File: src/shared/cpc_regs.svh
`ifndef CPC_REGS_SVH
`define CPC_REGS_SVH

// register byte offsets
`define CPC_MAIN_OFS 8'h00
`define CPC_TXG_OFS 8'h04
`define CPC_RXP_OFS 8'h08
`define CPC_TONEA_OFS 8'h10
`define CPC_TONEB_OFS 8'h14
`define CPC_TONED_OFS 8'h1c
`define CPC_STAT_OFS 8'h20

// reset values
`define CPC_MAIN_RST 8'h00
`define CPC_TXG_RST 8'h70
`define CPC_RXP_RST 8'h00
`define CPC_TONE_RST 8'h00

// main_control_reg fields
`define CPC_MAIN_APD 0
`define CPC_MAIN_DPD 1
`define CPC_MAIN_ALAW 2
`define CPC_MAIN_IO_LO 3
`define CPC_MAIN_IO_HI 4
`define CPC_MAIN_LOOP 5
`define CPC_MAIN_CPOFF 6
`define CPC_MAIN_DIRECT 7

// tx_gain_sidetone_reg and rx_path_control_reg fields
`define CPC_TRIM_LO 0
`define CPC_TRIM_HI 2
`define CPC_ST_LO 4
`define CPC_ST_HI 6
`define CPC_RXP_BYP 4
`define CPC_RXP_PAPD 5
`define CPC_RXP_AXPD 6

// tone_delay_control_reg fields
`define CPC_TONED_EN 0
`define CPC_TONED_ENC 1
`define CPC_TONED_DLY 5

// status register fields
`define CPC_STAT_LOCK 7
`define CPC_STAT_TONE 6
`define CPC_STAT_LONG 5
`define CPC_STAT_ON 4

// synchronised pin positions
`define CPC_PIN_TXFS 0
`define CPC_PIN_TXCK 1
`define CPC_PIN_RXFS 2
`define CPC_PIN_RXCK 3
`define CPC_PIN_DIN 4

// frame sync lengths in bit clocks; CPC_DT_WAIT_FS counts frame sync pulses
`define CPC_LEN_16K 4'h2
`define CPC_LEN_24K 4'h3
`define CPC_LEN_32K 4'h4
`define CPC_LEN_64K 4'h8
`define CPC_LEN_MAX 4'hf
`define CPC_LONG_FALLS 4'h2
`define CPC_DT_WAIT_FS 2'h2

// sequencing ticks per frame as a shift: 32 per frame
`define CPC_PER_SHIFT 5
`define CPC_PER_MAX 16'hffff

`define CPC_RESP_OKAY 2'h0
`define CPC_RESP_SLVERR 2'h2

`endif

File: src/shared/cpc_pkg.sv
package cpc_pkg;

  typedef enum logic [1:0] {
    RATE_16K = 2'b00,
    RATE_24K = 2'b01,
    RATE_32K = 2'b10,
    RATE_64K = 2'b11
  } cpc_rate_e;

  typedef enum logic [1:0] {
    PWR_OFF = 2'b00,
    PWR_WAIT = 2'b01,
    PWR_ON = 2'b10
  } cpc_pwr_e;

  typedef enum logic [2:0] {
    SEL_MAIN = 3'b000,
    SEL_TXG = 3'b001,
    SEL_RXP = 3'b010,
    SEL_TONEA = 3'b011,
    SEL_TONEB = 3'b100,
    SEL_TONED = 3'b101,
    SEL_STAT = 3'b110,
    SEL_NONE = 3'b111
  } cpc_sel_e;

  typedef struct packed {
    logic awvalid;
    logic [7:0] awaddr;
    logic wvalid;
    logic [31:0] wdata;
    logic [3:0] wstrb;
    logic bready;
    logic arvalid;
    logic [7:0] araddr;
    logic rready;
  } cpc_axi_req_s;

  typedef struct packed {
    logic awready;
    logic wready;
    logic bvalid;
    logic [1:0] bresp;
    logic arready;
    logic rvalid;
    logic [31:0] rdata;
    logic [1:0] rresp;
  } cpc_axi_rsp_s;

  typedef struct packed {
    logic tx_fs;
    logic tx_fs_rise;
    logic tx_fs_fall;
    logic tx_bclk_rise;
    logic tx_bclk_fall;
    logic rx_fs;
    logic rx_fs_fall;
    logic rx_bclk_rise;
    logic rx_bclk_fall;
    logic data_in;
  } cpc_pins_s;

  typedef struct packed {
    logic analog_oe;
    logic filter_bypass;
    logic [2:0] rx_trim_atten;
    logic [2:0] tx_trim_gain;
    logic pa_enable;
    logic aux_enable;
    logic [2:0] sidetone_code;
    logic a_law;
    logic charge_pump_en;
    logic analog_loopback;
    logic [1:0] io_mode;
    logic direct_seq_clk;
    logic [7:0] tone_setting_a;
    logic [7:0] tone_setting_b;
    logic tone_rate_delay;
    logic tone_active;
    logic decoder_enable;
    logic tone_to_rx_gain;
    logic tone_to_encoder;
    logic coder_reset;
    logic conv_strobe;
  } cpc_ctrl_s;

  typedef struct packed {
    logic [4:0] s1;
    logic [4:0] s2;
    logic [4:0] s3;
  } cpc_sync_st_s;

  typedef struct packed {
    logic [15:0] period;
    logic [10:0] ratio;
    logic [10:0] div;
    logic locked;
    logic tick;
  } cpc_psc_st_s;

  typedef struct packed {
    logic aw_held;
    logic [7:0] awaddr;
    logic w_held;
    logic [7:0] wdata;
    logic wstrb0;
    logic bvalid;
    logic [1:0] bresp;
    logic rvalid;
    logic [7:0] rdata;
    logic [1:0] rresp;
    logic [7:0] main_reg;
    logic [7:0] txg_reg;
    logic [7:0] rxp_reg;
    logic [7:0] tonea_reg;
    logic [7:0] toneb_reg;
    logic [7:0] toned_reg;
    cpc_pwr_e pwr;
    logic [1:0] fs_seen;
    logic pin_q;
    logic coder_rst;
    logic [3:0] tx_falls;
    cpc_rate_e tx_rate;
    logic long_mode;
    logic dt_oe;
    logic dt_bit;
    logic [7:0] tx_sh;
    logic [3:0] tx_sent;
    logic [3:0] rx_cnt;
    logic [7:0] rx_sh;
    logic [7:0] rx_word;
    cpc_rate_e rx_rate;
    logic rx_valid;
  } cpc_top_st_s;

endpackage : cpc_pkg

File: src/hw/cpc_codec_ctrl.sv
// Operation
// - rx path bit bypasses smoothing filter
// - three-bit rx trim attenuation, 0 to 7 dB
// - rx path bit powers down power amp
// - rx path bit powers down aux driver
// - three-bit sidetone gain select field
// - tone generator active disables decoder
// - tone feeds rx gain, optionally encoder
// - tone off at 64k unless loopback
// - reset pin low powers whole device down
// - analog and digital power down separately
// - powered down outputs go high impedance
// - pin rising edge resets coder state
// - data out stays off two syncs
// - reset default: duplex voice, pump on
// - prescaler locks to tx frame sync
// - main bit selects rx bit clock direct
// - direct mode: tx bit clock times both
// - companding selectable, same serial timing
// - frame sync times word and conversions
// - data out driven from sync rise onward, long sync only
// - sync length selects coding rate
// - long when high two bit-clock falls
`include "cpc_regs.svh"

module cpc_codec_ctrl (
  input wire logic aclk,
  input wire logic aresetn,
  input wire cpc_pkg::cpc_axi_req_s s_axi_req,
  output cpc_pkg::cpc_axi_rsp_s s_axi_rsp,
  input wire logic powerdown_reset_n,
  input wire logic tx_frame_sync,
  input wire logic tx_bit_clock,
  input wire logic rx_frame_sync,
  input wire logic rx_bit_clock,
  input wire logic serial_data_in,
  input wire logic [7:0] tx_word,
  output logic serial_data_out,
  output logic serial_data_out_oe,
  output logic control_port_tx_oe,
  output logic [7:0] rx_word,
  output logic rx_word_valid,
  output cpc_pkg::cpc_rate_e rx_rate,
  output cpc_pkg::cpc_rate_e tx_rate,
  output logic seq_clk_tick,
  output cpc_pkg::cpc_ctrl_s ctrl
);

  cpc_pkg::cpc_top_st_s st_ff;
  cpc_pkg::cpc_top_st_s nxt_st;
  cpc_pkg::cpc_pins_s pins;
  cpc_pkg::cpc_sel_e wsel;
  cpc_pkg::cpc_sel_e rsel;
  logic aw_take;
  logic w_take;
  logic ar_take;
  logic dig_down;
  logic analog_up;
  logic tone_on;
  logic psc_locked;
  logic rx_fall;
  logic [7:0] rd_val;
  logic [3:0] sent_n;

  function automatic cpc_pkg::cpc_sel_e addr_sel(input logic [7:0] a);
    cpc_pkg::cpc_sel_e s;
    unique case (a)
      `CPC_MAIN_OFS: s = cpc_pkg::SEL_MAIN;
      `CPC_TXG_OFS: s = cpc_pkg::SEL_TXG;
      `CPC_RXP_OFS: s = cpc_pkg::SEL_RXP;
      `CPC_TONEA_OFS: s = cpc_pkg::SEL_TONEA;
      `CPC_TONEB_OFS: s = cpc_pkg::SEL_TONEB;
      `CPC_TONED_OFS: s = cpc_pkg::SEL_TONED;
      `CPC_STAT_OFS: s = cpc_pkg::SEL_STAT;
      default: s = cpc_pkg::SEL_NONE;
    endcase
    return s;
  endfunction : addr_sel

  // count of bit-clock falls under frame sync to coding rate
  function automatic cpc_pkg::cpc_rate_e len_to_rate(
    input logic [3:0] n,
    input cpc_pkg::cpc_rate_e prev
  );
    cpc_pkg::cpc_rate_e r;
    unique case (n)
      `CPC_LEN_16K: r = cpc_pkg::RATE_16K;
      `CPC_LEN_24K: r = cpc_pkg::RATE_24K;
      `CPC_LEN_32K: r = cpc_pkg::RATE_32K;
      `CPC_LEN_64K: r = cpc_pkg::RATE_64K;
      default: r = prev;
    endcase
    return r;
  endfunction : len_to_rate

  function automatic logic [3:0] rate_to_len(input cpc_pkg::cpc_rate_e r);
    logic [3:0] n;
    unique case (r)
      cpc_pkg::RATE_16K: n = `CPC_LEN_16K;
      cpc_pkg::RATE_24K: n = `CPC_LEN_24K;
      cpc_pkg::RATE_32K: n = `CPC_LEN_32K;
      cpc_pkg::RATE_64K: n = `CPC_LEN_64K;
    endcase
    return n;
  endfunction : rate_to_len

  // register defaults, applied by bus reset and by the reset pin
  function automatic cpc_pkg::cpc_top_st_s reg_defaults(
    input cpc_pkg::cpc_top_st_s s
  );
    cpc_pkg::cpc_top_st_s o;
    o = s;
    o.main_reg = `CPC_MAIN_RST;
    o.txg_reg = `CPC_TXG_RST;
    o.rxp_reg = `CPC_RXP_RST;
    o.tonea_reg = `CPC_TONE_RST;
    o.toneb_reg = `CPC_TONE_RST;
    o.toned_reg = `CPC_TONE_RST;
    return o;
  endfunction : reg_defaults

  cpc_pin_sync u_sync (
    .aclk(aclk),
    .aresetn(aresetn),
    .tx_frame_sync(tx_frame_sync),
    .tx_bit_clock(tx_bit_clock),
    .rx_frame_sync(rx_frame_sync),
    .rx_bit_clock(rx_bit_clock),
    .serial_data_in(serial_data_in),
    .pins(pins)
  );

  cpc_prescaler u_psc (
    .aclk(aclk),
    .aresetn(aresetn),
    .enable(analog_up),
    .direct_sel(st_ff.main_reg[`CPC_MAIN_DIRECT]),
    .fs_rise(pins.tx_fs_rise),
    .rx_bclk_rise(pins.rx_bclk_rise),
    .seq_tick(seq_clk_tick),
    .locked(psc_locked)
  );

  assign dig_down = ~powerdown_reset_n | st_ff.main_reg[`CPC_MAIN_DPD];
  assign analog_up = powerdown_reset_n & ~st_ff.main_reg[`CPC_MAIN_APD];
  assign tone_on = st_ff.toned_reg[`CPC_TONED_EN] & ~dig_down &
                   ((st_ff.tx_rate != cpc_pkg::RATE_64K) |
                    st_ff.main_reg[`CPC_MAIN_LOOP]);
  // in direct mode the receive word is clocked by the tx bit clock
  assign rx_fall = st_ff.main_reg[`CPC_MAIN_DIRECT] ? pins.tx_bclk_fall :
                   pins.rx_bclk_fall;
  assign wsel = addr_sel(st_ff.awaddr);
  assign rsel = addr_sel(s_axi_req.araddr);
  assign sent_n = st_ff.tx_sent + 4'h1;

  assign s_axi_rsp.awready = ~st_ff.aw_held & ~st_ff.bvalid;
  assign s_axi_rsp.wready = ~st_ff.w_held & ~st_ff.bvalid;
  assign s_axi_rsp.bvalid = st_ff.bvalid;
  assign s_axi_rsp.bresp = st_ff.bresp;
  assign s_axi_rsp.arready = ~st_ff.rvalid;
  assign s_axi_rsp.rvalid = st_ff.rvalid;
  assign s_axi_rsp.rdata = {24'h0, st_ff.rdata};
  assign s_axi_rsp.rresp = st_ff.rresp;
  assign aw_take = s_axi_req.awvalid & s_axi_rsp.awready;
  assign w_take = s_axi_req.wvalid & s_axi_rsp.wready;
  assign ar_take = s_axi_req.arvalid & s_axi_rsp.arready;

  always_comb begin
    unique case (rsel)
      cpc_pkg::SEL_MAIN: rd_val = st_ff.main_reg;
      cpc_pkg::SEL_TXG: rd_val = st_ff.txg_reg;
      cpc_pkg::SEL_RXP: rd_val = st_ff.rxp_reg;
      cpc_pkg::SEL_TONEA: rd_val = st_ff.tonea_reg;
      cpc_pkg::SEL_TONEB: rd_val = st_ff.toneb_reg;
      cpc_pkg::SEL_TONED: rd_val = st_ff.toned_reg;
      cpc_pkg::SEL_STAT: rd_val = {psc_locked, tone_on, st_ff.long_mode,
                                   st_ff.pwr == cpc_pkg::PWR_ON,
                                   st_ff.tx_rate, st_ff.rx_rate};
      cpc_pkg::SEL_NONE: rd_val = 8'h00;
    endcase
  end

  always_comb begin
    nxt_st = st_ff;
    nxt_st.coder_rst = 1'h0;
    nxt_st.rx_valid = 1'h0;

    // write channel: address and data in either order, response after both
    if (st_ff.bvalid && s_axi_req.bready) begin
      nxt_st.bvalid = 1'h0;
    end
    if (aw_take) begin
      nxt_st.aw_held = 1'h1;
      nxt_st.awaddr = s_axi_req.awaddr;
    end
    if (w_take) begin
      nxt_st.w_held = 1'h1;
      nxt_st.wdata = s_axi_req.wdata[7:0];
      nxt_st.wstrb0 = s_axi_req.wstrb[0];
    end
    if (st_ff.aw_held && st_ff.w_held) begin
      nxt_st.aw_held = 1'h0;
      nxt_st.w_held = 1'h0;
      nxt_st.bvalid = 1'h1;
      nxt_st.bresp = (wsel == cpc_pkg::SEL_NONE) ? `CPC_RESP_SLVERR :
                     `CPC_RESP_OKAY;
      if (st_ff.wstrb0) begin
        unique case (wsel)
          cpc_pkg::SEL_MAIN: nxt_st.main_reg = st_ff.wdata;
          cpc_pkg::SEL_TXG: nxt_st.txg_reg = st_ff.wdata;
          cpc_pkg::SEL_RXP: nxt_st.rxp_reg = st_ff.wdata;
          cpc_pkg::SEL_TONEA: nxt_st.tonea_reg = st_ff.wdata;
          cpc_pkg::SEL_TONEB: nxt_st.toneb_reg = st_ff.wdata;
          cpc_pkg::SEL_TONED: nxt_st.toned_reg = st_ff.wdata;
          cpc_pkg::SEL_STAT, cpc_pkg::SEL_NONE: begin
          end
        endcase
      end
    end

    // read channel
    if (st_ff.rvalid && s_axi_req.rready) begin
      nxt_st.rvalid = 1'h0;
    end
    if (ar_take) begin
      nxt_st.rvalid = 1'h1;
      nxt_st.rdata = rd_val;
      nxt_st.rresp = (rsel == cpc_pkg::SEL_NONE) ? `CPC_RESP_SLVERR :
                     `CPC_RESP_OKAY;
    end

    // power sequencing
    nxt_st.pin_q = powerdown_reset_n;
    if (powerdown_reset_n && !st_ff.pin_q) begin
      nxt_st.coder_rst = 1'h1;
    end
    unique case (st_ff.pwr)
      cpc_pkg::PWR_OFF: begin
        if (!dig_down) begin
          nxt_st.pwr = cpc_pkg::PWR_WAIT;
          nxt_st.fs_seen = 2'h0;
        end
      end
      cpc_pkg::PWR_WAIT: begin
        if (dig_down) begin
          nxt_st.pwr = cpc_pkg::PWR_OFF;
        end else if (pins.tx_fs_fall) begin
          // data out may drive only after whole sync pulses have passed
          nxt_st.fs_seen = st_ff.fs_seen + 2'h1;
          if (nxt_st.fs_seen == `CPC_DT_WAIT_FS) begin
            nxt_st.pwr = cpc_pkg::PWR_ON;
          end
        end
      end
      cpc_pkg::PWR_ON: begin
        if (dig_down) begin
          nxt_st.pwr = cpc_pkg::PWR_OFF;
        end
      end
      default: nxt_st.pwr = cpc_pkg::PWR_OFF;
    endcase

    // transmit framing and data output
    if (pins.tx_fs && pins.tx_bclk_fall &&
        st_ff.tx_falls != `CPC_LEN_MAX) begin
      nxt_st.tx_falls = st_ff.tx_falls + 4'h1;
    end
    if (pins.tx_fs_rise) begin
      nxt_st.tx_falls = 4'h0;
      nxt_st.tx_sh = tx_word;
      nxt_st.tx_sent = 4'h0;
      if (st_ff.pwr == cpc_pkg::PWR_ON && st_ff.long_mode) begin
        nxt_st.dt_oe = 1'h1;
        nxt_st.dt_bit = tx_word[7];
      end
    end else if (st_ff.dt_oe) begin
      if (pins.tx_bclk_fall) begin
        nxt_st.tx_sent = sent_n;
        // stop half a bit early, but never while the sync is still high
        if (sent_n >= rate_to_len(st_ff.tx_rate) && !pins.tx_fs) begin
          nxt_st.dt_oe = 1'h0;
        end
      end
      if (pins.tx_bclk_rise && st_ff.tx_sent != 4'h0) begin
        nxt_st.tx_sh = {st_ff.tx_sh[6:0], 1'h0};
        nxt_st.dt_bit = st_ff.tx_sh[6];
      end
      // a short sync ends the drive too: the bit clock may stop after it
      if (pins.tx_fs_fall &&
          (st_ff.tx_sent >= rate_to_len(st_ff.tx_rate) ||
           st_ff.tx_falls < `CPC_LONG_FALLS)) begin
        nxt_st.dt_oe = 1'h0;
      end
    end
    if (pins.tx_fs_fall) begin
      nxt_st.long_mode = st_ff.tx_falls >= `CPC_LONG_FALLS;
      if (st_ff.tx_falls >= `CPC_LONG_FALLS) begin
        nxt_st.tx_rate = len_to_rate(st_ff.tx_falls, st_ff.tx_rate);
      end
    end
    if (st_ff.pwr != cpc_pkg::PWR_ON || dig_down) begin
      nxt_st.dt_oe = 1'h0;
    end

    // receive word capture, msb first on falling bit clock
    if (!dig_down) begin
      if (pins.rx_fs && rx_fall) begin
        nxt_st.rx_sh = {st_ff.rx_sh[6:0], pins.data_in};
        if (st_ff.rx_cnt != `CPC_LEN_MAX) begin
          nxt_st.rx_cnt = st_ff.rx_cnt + 4'h1;
        end
      end
      if (pins.rx_fs_fall) begin
        nxt_st.rx_word = st_ff.rx_sh;
        nxt_st.rx_rate = len_to_rate(st_ff.rx_cnt, st_ff.rx_rate);
        nxt_st.rx_valid = 1'h1;
        nxt_st.rx_cnt = 4'h0;
      end
    end

    // reset pin low returns the control registers to their defaults
    if (!powerdown_reset_n) begin
      nxt_st = reg_defaults(nxt_st);
    end
    if (!aresetn) begin
      nxt_st = reg_defaults('0);
      nxt_st.long_mode = 1'h1;
    end
  end

  always_ff @(posedge aclk) begin
    st_ff <= nxt_st;
  end

  assign serial_data_out = st_ff.dt_bit;
  assign serial_data_out_oe = st_ff.dt_oe;
  assign control_port_tx_oe = ~dig_down;
  assign rx_word = st_ff.rx_word;
  assign rx_word_valid = st_ff.rx_valid;
  assign rx_rate = st_ff.rx_rate;
  assign tx_rate = st_ff.tx_rate;

  always_comb begin
    ctrl.analog_oe = analog_up;
    ctrl.filter_bypass = st_ff.rxp_reg[`CPC_RXP_BYP];
    ctrl.rx_trim_atten = st_ff.rxp_reg[`CPC_TRIM_HI:`CPC_TRIM_LO];
    ctrl.tx_trim_gain = st_ff.txg_reg[`CPC_TRIM_HI:`CPC_TRIM_LO];
    ctrl.pa_enable = analog_up & ~st_ff.rxp_reg[`CPC_RXP_PAPD];
    ctrl.aux_enable = analog_up & ~st_ff.rxp_reg[`CPC_RXP_AXPD];
    ctrl.sidetone_code = st_ff.txg_reg[`CPC_ST_HI:`CPC_ST_LO];
    ctrl.a_law = st_ff.main_reg[`CPC_MAIN_ALAW];
    ctrl.charge_pump_en = analog_up &
                          ~st_ff.main_reg[`CPC_MAIN_CPOFF];
    ctrl.analog_loopback = st_ff.main_reg[`CPC_MAIN_LOOP];
    ctrl.io_mode = st_ff.main_reg[`CPC_MAIN_IO_HI:`CPC_MAIN_IO_LO];
    ctrl.direct_seq_clk = st_ff.main_reg[`CPC_MAIN_DIRECT];
    ctrl.tone_setting_a = st_ff.tonea_reg;
    ctrl.tone_setting_b = st_ff.toneb_reg;
    ctrl.tone_rate_delay = st_ff.toned_reg[`CPC_TONED_DLY];
    ctrl.tone_active = tone_on;
    ctrl.decoder_enable = ~dig_down & ~tone_on;
    ctrl.tone_to_rx_gain = tone_on;
    ctrl.tone_to_encoder = tone_on & st_ff.toned_reg[`CPC_TONED_ENC];
    ctrl.coder_reset = st_ff.coder_rst;
    ctrl.conv_strobe = pins.tx_fs_rise & ~dig_down;
  end

endmodule : cpc_codec_ctrl

File: src/hw/cpc_pin_sync.sv
`include "cpc_regs.svh"

module cpc_pin_sync (
  input wire logic aclk,
  input wire logic aresetn,
  input wire logic tx_frame_sync,
  input wire logic tx_bit_clock,
  input wire logic rx_frame_sync,
  input wire logic rx_bit_clock,
  input wire logic serial_data_in,
  output cpc_pkg::cpc_pins_s pins
);

  cpc_pkg::cpc_sync_st_s st_ff;
  cpc_pkg::cpc_sync_st_s nxt_st;
  logic [4:0] raw;

  assign raw = {serial_data_in, rx_bit_clock, rx_frame_sync, tx_bit_clock,
                tx_frame_sync};

  // two-flop synchroniser, third flop only for edge detection
  always_comb begin
    nxt_st = st_ff;
    nxt_st.s1 = raw;
    nxt_st.s2 = st_ff.s1;
    nxt_st.s3 = st_ff.s2;
    if (!aresetn) begin
      nxt_st = '0;
    end
  end

  always_ff @(posedge aclk) begin
    st_ff <= nxt_st;
  end

  always_comb begin
    pins.tx_fs = st_ff.s2[`CPC_PIN_TXFS];
    pins.tx_fs_rise = st_ff.s2[`CPC_PIN_TXFS] & ~st_ff.s3[`CPC_PIN_TXFS];
    pins.tx_fs_fall = ~st_ff.s2[`CPC_PIN_TXFS] & st_ff.s3[`CPC_PIN_TXFS];
    pins.tx_bclk_rise = st_ff.s2[`CPC_PIN_TXCK] & ~st_ff.s3[`CPC_PIN_TXCK];
    pins.tx_bclk_fall = ~st_ff.s2[`CPC_PIN_TXCK] & st_ff.s3[`CPC_PIN_TXCK];
    pins.rx_fs = st_ff.s2[`CPC_PIN_RXFS];
    pins.rx_fs_fall = ~st_ff.s2[`CPC_PIN_RXFS] & st_ff.s3[`CPC_PIN_RXFS];
    pins.rx_bclk_rise = st_ff.s2[`CPC_PIN_RXCK] & ~st_ff.s3[`CPC_PIN_RXCK];
    pins.rx_bclk_fall = ~st_ff.s2[`CPC_PIN_RXCK] & st_ff.s3[`CPC_PIN_RXCK];
    pins.data_in = st_ff.s2[`CPC_PIN_DIN];
  end

endmodule : cpc_pin_sync

File: src/hw/cpc_prescaler.sv
`include "cpc_regs.svh"

module cpc_prescaler (
  input wire logic aclk,
  input wire logic aresetn,
  input wire logic enable,
  input wire logic direct_sel,
  input wire logic fs_rise,
  input wire logic rx_bclk_rise,
  output logic seq_tick,
  output logic locked
);

  cpc_pkg::cpc_psc_st_s st_ff;
  cpc_pkg::cpc_psc_st_s nxt_st;

  always_comb begin
    nxt_st = st_ff;
    nxt_st.tick = 1'h0;
    if (!enable) begin
      nxt_st = '0;
    end else if (direct_sel) begin
      nxt_st.tick = rx_bclk_rise;
      nxt_st.locked = 1'h1;
    end else begin
      if (st_ff.period != `CPC_PER_MAX) begin
        nxt_st.period = st_ff.period + 16'h1;
      end
      // frame period divided by 32 gives the divide ratio, phase reset at fs
      if (fs_rise) begin
        nxt_st.period = 16'h0;
        nxt_st.ratio = st_ff.period[15:`CPC_PER_SHIFT];
        nxt_st.locked = st_ff.period != `CPC_PER_MAX;
        nxt_st.div = 11'h0;
        nxt_st.tick = 1'h1;
      end else if (st_ff.locked) begin
        if (st_ff.div + 11'h1 >= st_ff.ratio) begin
          nxt_st.div = 11'h0;
          nxt_st.tick = 1'h1;
        end else begin
          nxt_st.div = st_ff.div + 11'h1;
        end
      end
    end
    if (!aresetn) begin
      nxt_st = '0;
    end
  end

  always_ff @(posedge aclk) begin
    st_ff <= nxt_st;
  end

  assign seq_tick = st_ff.tick;
  assign locked = st_ff.locked;

endmodule : cpc_prescaler

File: config.mk
export PLATFORM = sky130hd
export DESIGN_NAME = cpc_codec_ctrl
export DESIGN_NICKNAME = d
export VERILOG_FILES = /design/src/shared/cpc_pkg.sv /design/src/hw/cpc_codec_ctrl.sv /design/src/hw/cpc_pin_sync.sv /design/src/hw/cpc_prescaler.sv
export VERILOG_INCLUDE_DIRS = /design/src /design/src/shared
export SDC_FILE = /design/constraint.sdc
export NUM_CORES = 1
export LEC_CHECK = 0
export ABC_AREA = 1
export BUFFER_PORTS_ARGS = -buffer_cell sky130_fd_sc_hd__buf_2
export CAP_MARGIN = 20
export CELL_PAD_IN_SITES_DETAIL_PLACEMENT = 2
export CELL_PAD_IN_SITES_GLOBAL_PLACEMENT = 2
export CORE_AREA = 8 8 193 195
export DETAILED_ROUTE_END_ITERATION = 16
export DIE_AREA = 0 0 201 203
export PLACE_DENSITY = 0.78
export SETUP_SLACK_MARGIN = 0.5
export SYNTH_ARGS = -nofsm -noshare
export SYNTH_HDL_FRONTEND = slang
export SYNTH_SLANG_ARGS = --single-unit
File: constraint.sdc
create_clock -name aclk -period 2.2 [get_ports aclk]
set_input_delay 0.44 -clock aclk [delete_from_list [all_inputs] [get_ports aclk]]
set_output_delay 0.44 -clock aclk [all_outputs]
set_load 0.02 [all_outputs]
# Yosys cells after proc, flatten, opt, wreduce, memory -nomap -nowiden

Cells that the tools add are included.

Bitwise logic cells: 42
Eq/ne operators: 44
Div/mod/pow operators: 0
Shifts and indexed selects: 0
Muxes and demuxes: 60
$lt $le $gt $ge: 5
Add/subtract/negate cells: 6
Multipliers: 0
Reductions and logical operators: 36

Operators with widths:

| kind                                                                  | number |
|---|---|
| 8-bit case mux with 8 select lines                                    | 1 |
| 11-bit two-way mux                                                    | 5 |
| 8-bit by 5-bit equality test with 1-bit output, second input constant | 6 |
| 4-bit two-way mux                                                     | 12 |
| 46-bit two-way mux                                                    | 1 |
| 3-bit case mux with 7 select lines                                    | 2 |
| 14-bit two-way mux                                                    | 2 |
| 27-bit two-way mux                                                    | 1 |
| 23-bit two-way mux                                                    | 1 |
| 1-bit bitwise AND                                                     | 21 |
| 3-bit equality test, second input constant                            | 7 |
| 1-bit NOT                                                             | 19 |
| 2-bit two-way mux                                                     | 9 |
| 9-bit two-way mux                                                     | 2 |
| 3-bit AND reduction                                                   | 6 |
| 16-bit by 1-bit adder with 16-bit output, second input constant       | 1 |
| 4-bit by 2-bit equality test with 1-bit output, second input constant | 4 |
| 8-bit by 3-bit equality test with 1-bit output, second input constant | 2 |
| 8-bit by 4-bit equality test with 1-bit output, second input constant | 2 |
| 8-bit by 6-bit equality test with 1-bit output, second input constant | 2 |
| 8-bit zero test                                                       | 2 |
| 16-bit two-way mux                                                    | 1 |
| 16-bit != test, second input constant                                 | 1 |
| 2-bit case mux with 4 select lines                                    | 2 |
| other kinds (31)                                                      | 81 |

Bits in writable memories: 0
Input port bits: 73
Memories kept: 0
Output and inout bits: 100
ROM bits: 0
Bits in registers: 185
Logic and storage cells: 233
Bits in latches: 0

# Depth between registers and ports, before layout

Depth after elaboration: 14
Mapped depth: 17
Mapped depth without buffers: 16

# Hierarchy

A second synthesis with hierarchy kept.

Cells, all modules: 1331
Area total of the unflattened synthesis: 9359.0 um2

By module, submodules not included:

| module         | cells an instance | sequential area each (um2) | area an instance (um2) | times used |
|---|---|---|---|---|
| cpc_codec_ctrl | 911               | 2562.5                     | 6561.3                 | 1 |
| cpc_prescaler  | 360               | 800.8                      | 2326.0                 | 1 |
| cpc_pin_sync   | 60                | 280.3                      | 471.7                  | 1 |

# Worst setup path before layout

Ideal clock, no wire load.

Kind: register to register
Start: register u_psc.st_ff[2] (netlist bit)
End: register u_psc.st_ff[4] (netlist bit)
Required time: 2129 ps
Stages on the path, launching flop included: 17
Clock period less this slack: 2300 ps
Library setup time: 71 ps
Arrival: 2228 ps
Setup slack: -100 ps
Buffers on the path: 1
Path through: dfxtp_1 > ha_1 > nand3_1 > nor2_1 > nand2_1 > nand2_1 > inv_1 > ha_1 > nand2_1 > nor2_1 > and2_1 > nand2_1 > nand3_1 > nor2_1 > buf_2 > nand2_1 > a21oi_1

Word-level cells in the longest chain between the ends: 5

RTL lines:

| item                                         | line                                     | source |
|---|---|---|
| start, declared                              | cpc_prescaler.sv:14                      | `cpc_pkg::cpc_psc_st_s st_ff;` |
| start signal, assigned                       | cpc_prescaler.sv:51                      | `st_ff <= nxt_st;` |
| 11-bit by 1-bit adder with 11-bit output (*) | cpc_prescaler.sv:37, cpc_prescaler.sv:41 |  |
| 11-bit >= comparator                         | cpc_prescaler.sv:37                      | `if (st_ff.div + 11'h1 >= st_ff.ratio) begin` |
| 11-bit two-way mux (*)                       | cpc_prescaler.sv:37                      |  |
| 11-bit two-way mux (*)                       | cpc_prescaler.sv:36                      | `end else if (st_ff.locked) begin` |
| 11-bit two-way mux (*)                       | cpc_prescaler.sv:30                      | `if (fs_rise) begin` |

Every way passes the cells marked *; elsewhere a longest branch is shown, timed or not. The select of a mux whose other input is x is not followed.
A chain may end at the register's enable or synchronous reset.

# Worst setup path in the final report

Start: register u_psc.st_ff[3] (netlist bit)
End: register u_psc.st_ff[11] (netlist bit)

Same word-level chain as after synthesis.

==> summary.json <==
{
  "post-place-ws_ns": -0.362,
  "synth_edf_count": 0,
  "synth_simple_gate_area_frac": 0.290,
  "chip_width_um": 201,
  "multi_input_area_sq_um": 5070,
  "critPathKind": "flop to flop",
  "synth_largest_type_area_fraction": 0.385,
  "leakage_nw": 5.08,
  "layout.cells.most_common": "nand2_1",
  "cpMostUsedCell": "nand2_1",
  "hold_buffers": 0,
  "start_util": 0.277,
  "flow.area_growth_from_synthesis_pct": 26.8,
  "skew_ns": 0.0133,
  "area_fraction_in_compound_gates_after_synthesis": 0.131,
  "fmax_ghz": 0.449,
  "dieArea_sq_um": 40800,
  "worst_skew_pair.late_latency_ns": 0.46,
  "first_global_vias": 10100,
  "cpLargestDelayFamily": "simple AND/OR/NAND/NOR gates",
  "finalWorstSetupSlack_ns": -0.0276,
  "gr-usage-all-layers": 0.170,
  "fp.coreArea_sq_um": 34100,
  "path_cells": "ha_4 -> nand3_4 -> nor2_1 -> nand2_1 -> nand2_2 -> inv_2 -> ha_4 -> nand2_2 -> nor2_1 -> and2_1 -> nand2_1 -> nand3_2 -> nor2_4 -> clkbuf_16 -> nand2_1 -> a21oi_1",
  "path_clk_slew_ns": 0.07,
  "yosysSeqAreaShare": 0.385,
  "timing_max_transition_violations_final": 0,
  "final_cell_count_no_fill": 1962,
  "fin_setup_tns_ns": -0.0775,
  "antenna_cells_inserted": 0,
  "drt_pass1_iterations": 4,
  "worst_slew_margin_rel": 0.560,
  "io_pins": 173,
  "synth.area.top_cells": "dfxtp_1 39%, nand2_1 13%, a21oi_1 7.1%",
  "hold_viol": 0,
  "worst_path_max_delay_cell": "dfxtp_4",
  "cts_made_buffers": 17,
  "critPathLaunchType": "flop",
  "vias": 9432,
  "timing.critical_path.fanout_max": 6,
  "synth_top_flop_cell": "dfxtp_1",
  "cts_root_buffer": "clkbuf_16",
  "finalWirelength_um": 37500,
  "die_h_um": 203,
  "final.period_utilization": 1.01,
  "synth-xor-area-share": 0.0111,
  "seq_area_sq_um": 3720,
  "grt_first_pass_wirelength_um": 55600,
  "initial_antenna_violation_count": 0,
  "min_period_ns": 2.23,
  "design.final.nets": 1597,
  "critPathBufInv": 2,
  "hold_class": "primary input to flop",
  "buffer_ports.inserted": 119,
  "placed_cells": 1880,
  "final_core_utilization": 0.352,
  "yosys_warnings": 0,
  "synth.area.mux_share": 0,
  "finalSetupViolCount": 5,
  "number_of_distinct_library_cells_after_synthesis": 41,
  "via_per_inst": 4.81,
  "grt_overflow": 0,
  "power_per_cell_area_nw_per_um2": 624,
  "cts_max_level": 4,
  "cts.sinks": 182,
  "cts_tree": "done",
  "async_reset_ff_frac": 0,
  "worst_max_slew_pin_slew_ns": 0.659,
  "combined_area_of_all_synthesized_cells_sq_um": 9460,
  "worstPathRequired_ns": 2.50,
  "place.detailed.hpwl_um": 25200,
  "routed_wire_length_per_instance_um": 19.1,
  "final_estimated_routing_congestion_in_global_placement": 0.793,
  "syn_avg_cell_area_sq_um": 6.94,
  "num_rows": 68,
  "worstHoldPathCells": 3,
  "layout_common_cells": "300 x nand2_1, 152 x dfxtp_1, 147 x nor2_1, 127 x a21oi_1, 117 x inv_1",
  "postSynthRegisterBits": 182,
  "synth_area_leader_cell": "dfxtp_1",
  "count_of_cells_along_the_worst_register_to_register_path": 16,
  "remaining_drc_errors": 0,
  "power.ir.vdd_worst_mv": 0.612,
  "violated_checks": "negative setup slack",
  "critical_path_arrival_ns": 2.53,
  "fin_hold_ws_ns": 0.176,
  "grt_setup_unrepaired": "true",
  "post_synth_inst_count": 1364,
  "first_iter_violations": 376,
  "maxCapViolations": 0,
  "worstSetupEndpointType": "flop",
  "postRouteAntennaNets": 0,
  "slowest_delay_ns": 0.38,
  "largest_family_of_logic_cells_by_synthesized_area": "simple AND/OR/NAND/NOR gates",
  "ctsLongestPathBuffers": 2,
  "nFillCells": 3998,
  "status": "complete, but fails checks",
  "grt_start_max_net_pins": 45,
  "layout_cell_share_with_drive_strength_beyond_1": 0.262,
  "synthAdderAreaFrac": 0.0397,
  "worstSetupPathDepth": 16
}
==> flip-flops by register name (all words and copies together) (netlist names), 2 cells and up <==
signal	flops
s_axi_rsp	12
rx_word	8
u_sync.pins	3
tx_rate	2
rx_rate	2
st_ff	68
u_sync.st_ff	11
ctrl	33
u_psc.st_ff	38
==> power by group <==
| group | switching [W] | internal, W |
|---|---|---|
| clock network | 0.00157 | 0.00176 |
| registers | 0.000106 | 0.00335 |
| logic | 0.000463 | 0.000240 |
==> Yosys cell counts (3+ instances only) <==
master    instances
nand4_1          16
o21bai_1          4
a21oi_1         135
nand3_1          93
clkbuf_1         24
buf_2            11
dfxtp_1         182
a211oi_1          3
inv_2            10
nor3_2            4
xnor2_1           4
nand2_2           3
buf_4            87
xor2_1            8
nand3_2           4
ha_1             30
nor3_1            8
nand3b_1          3
nor2_4            4
o21a_1            3
nor2_2            6
inv_1           131
nor3_4            3
nand2_1         317
o21ai_0          76
a31oi_1           8
nor2_1          168
==> path summary, 6_finish.rpt <==
| kind | from | endpoint | slack, ns |
|---|---|---|---|
| setup / recovery | u_psc.st_ff[3] | u_psc.st_ff[11] | -0.03 |
| setup reg to reg | u_psc.st_ff[3] | u_psc.st_ff[11] | -0.03 |
| hold / removal | rx_frame_sync | u_sync.st_ff[12] | 0.18 |
| hold reg to reg | u_sync.st_ff[10] | u_sync.pins[9] | 0.41 |
==> metrics by stage <==
| stage | cell area [sq um] | power, W |
|---|---|---|
| final | 12000 | 0.00749 |
| after global placement | 10300 | 0.00405 |
| after detailed placement | 10300 | 0.00407 |
| after CTS | 11500 | 0.00746 |
| after global routing | 12000 | 0.00777 |
| after floorplan | 9640 | 0.00389 |
==> repair_timing <==
| action | in CTS | in global routing |
|---|---|---|
| setup endpoints to repair | 84 | 111 |
| pin swaps | 15 | 24 |
| gates cloned | 1 | 1 |
| resized for setup | 106 | 85 |
| buffers inserted | 30 | 18 |
| hold endpoints to repair | 0 | 0 |
==> cell type report <==
type	count	area share
Multi-Input combinational cell	941	0.422
Inverter	142	0.0482
Timing Repair Buffer	210	0.120
Tap cell	455	0.0475
Clock buffer	18	0.0366
Clock inverter	14	0.0153
Sequential cell	182	0.310
==> cell families (layout without fill, tap and decap cells) <==
group | Yosys count | after routing
AND/OR/NAND/NOR | 636 | 637
buffers and inverters | 267 | 384
AO/OA/AOI/OAI | 236 | 236
flip-flops | 182 | 182
adder cells (fa/ha/maj) | 30 | 30
XOR/XNOR | 12 | 12
other | 1 | 26
==> worst reg2reg max path, cell delays in order, from the launching register on <==
cell and delay (ns):
dfxtp_4 0.38, ha_4 0.19, nand3_4 0.10, nor2_1 0.13
nand2_1 0.09, nand2_2 0.09, inv_2 0.05, ha_4 0.27
nand2_2 0.05, nor2_1 0.12, and2_1 0.14, nand2_1 0.06
nand3_2 0.09, nor2_4 0.05, clkbuf_16 0.16, nand2_1 0.06
a21oi_1 0.06
==> metal layers <==
metal | wire (um) | global-route usage | up-vias
li1 | - | - | 4534
met2 | 19200 | 0.304 | 164
met3 | 1260 | 0.0319 | 53
met4 | 959 | 0.0589 | 0
met1 | 16100 | 0.200 | 4681
met5 | 0 | 0 | -
No activity file was read; power rests on OpenSTA's default activity.
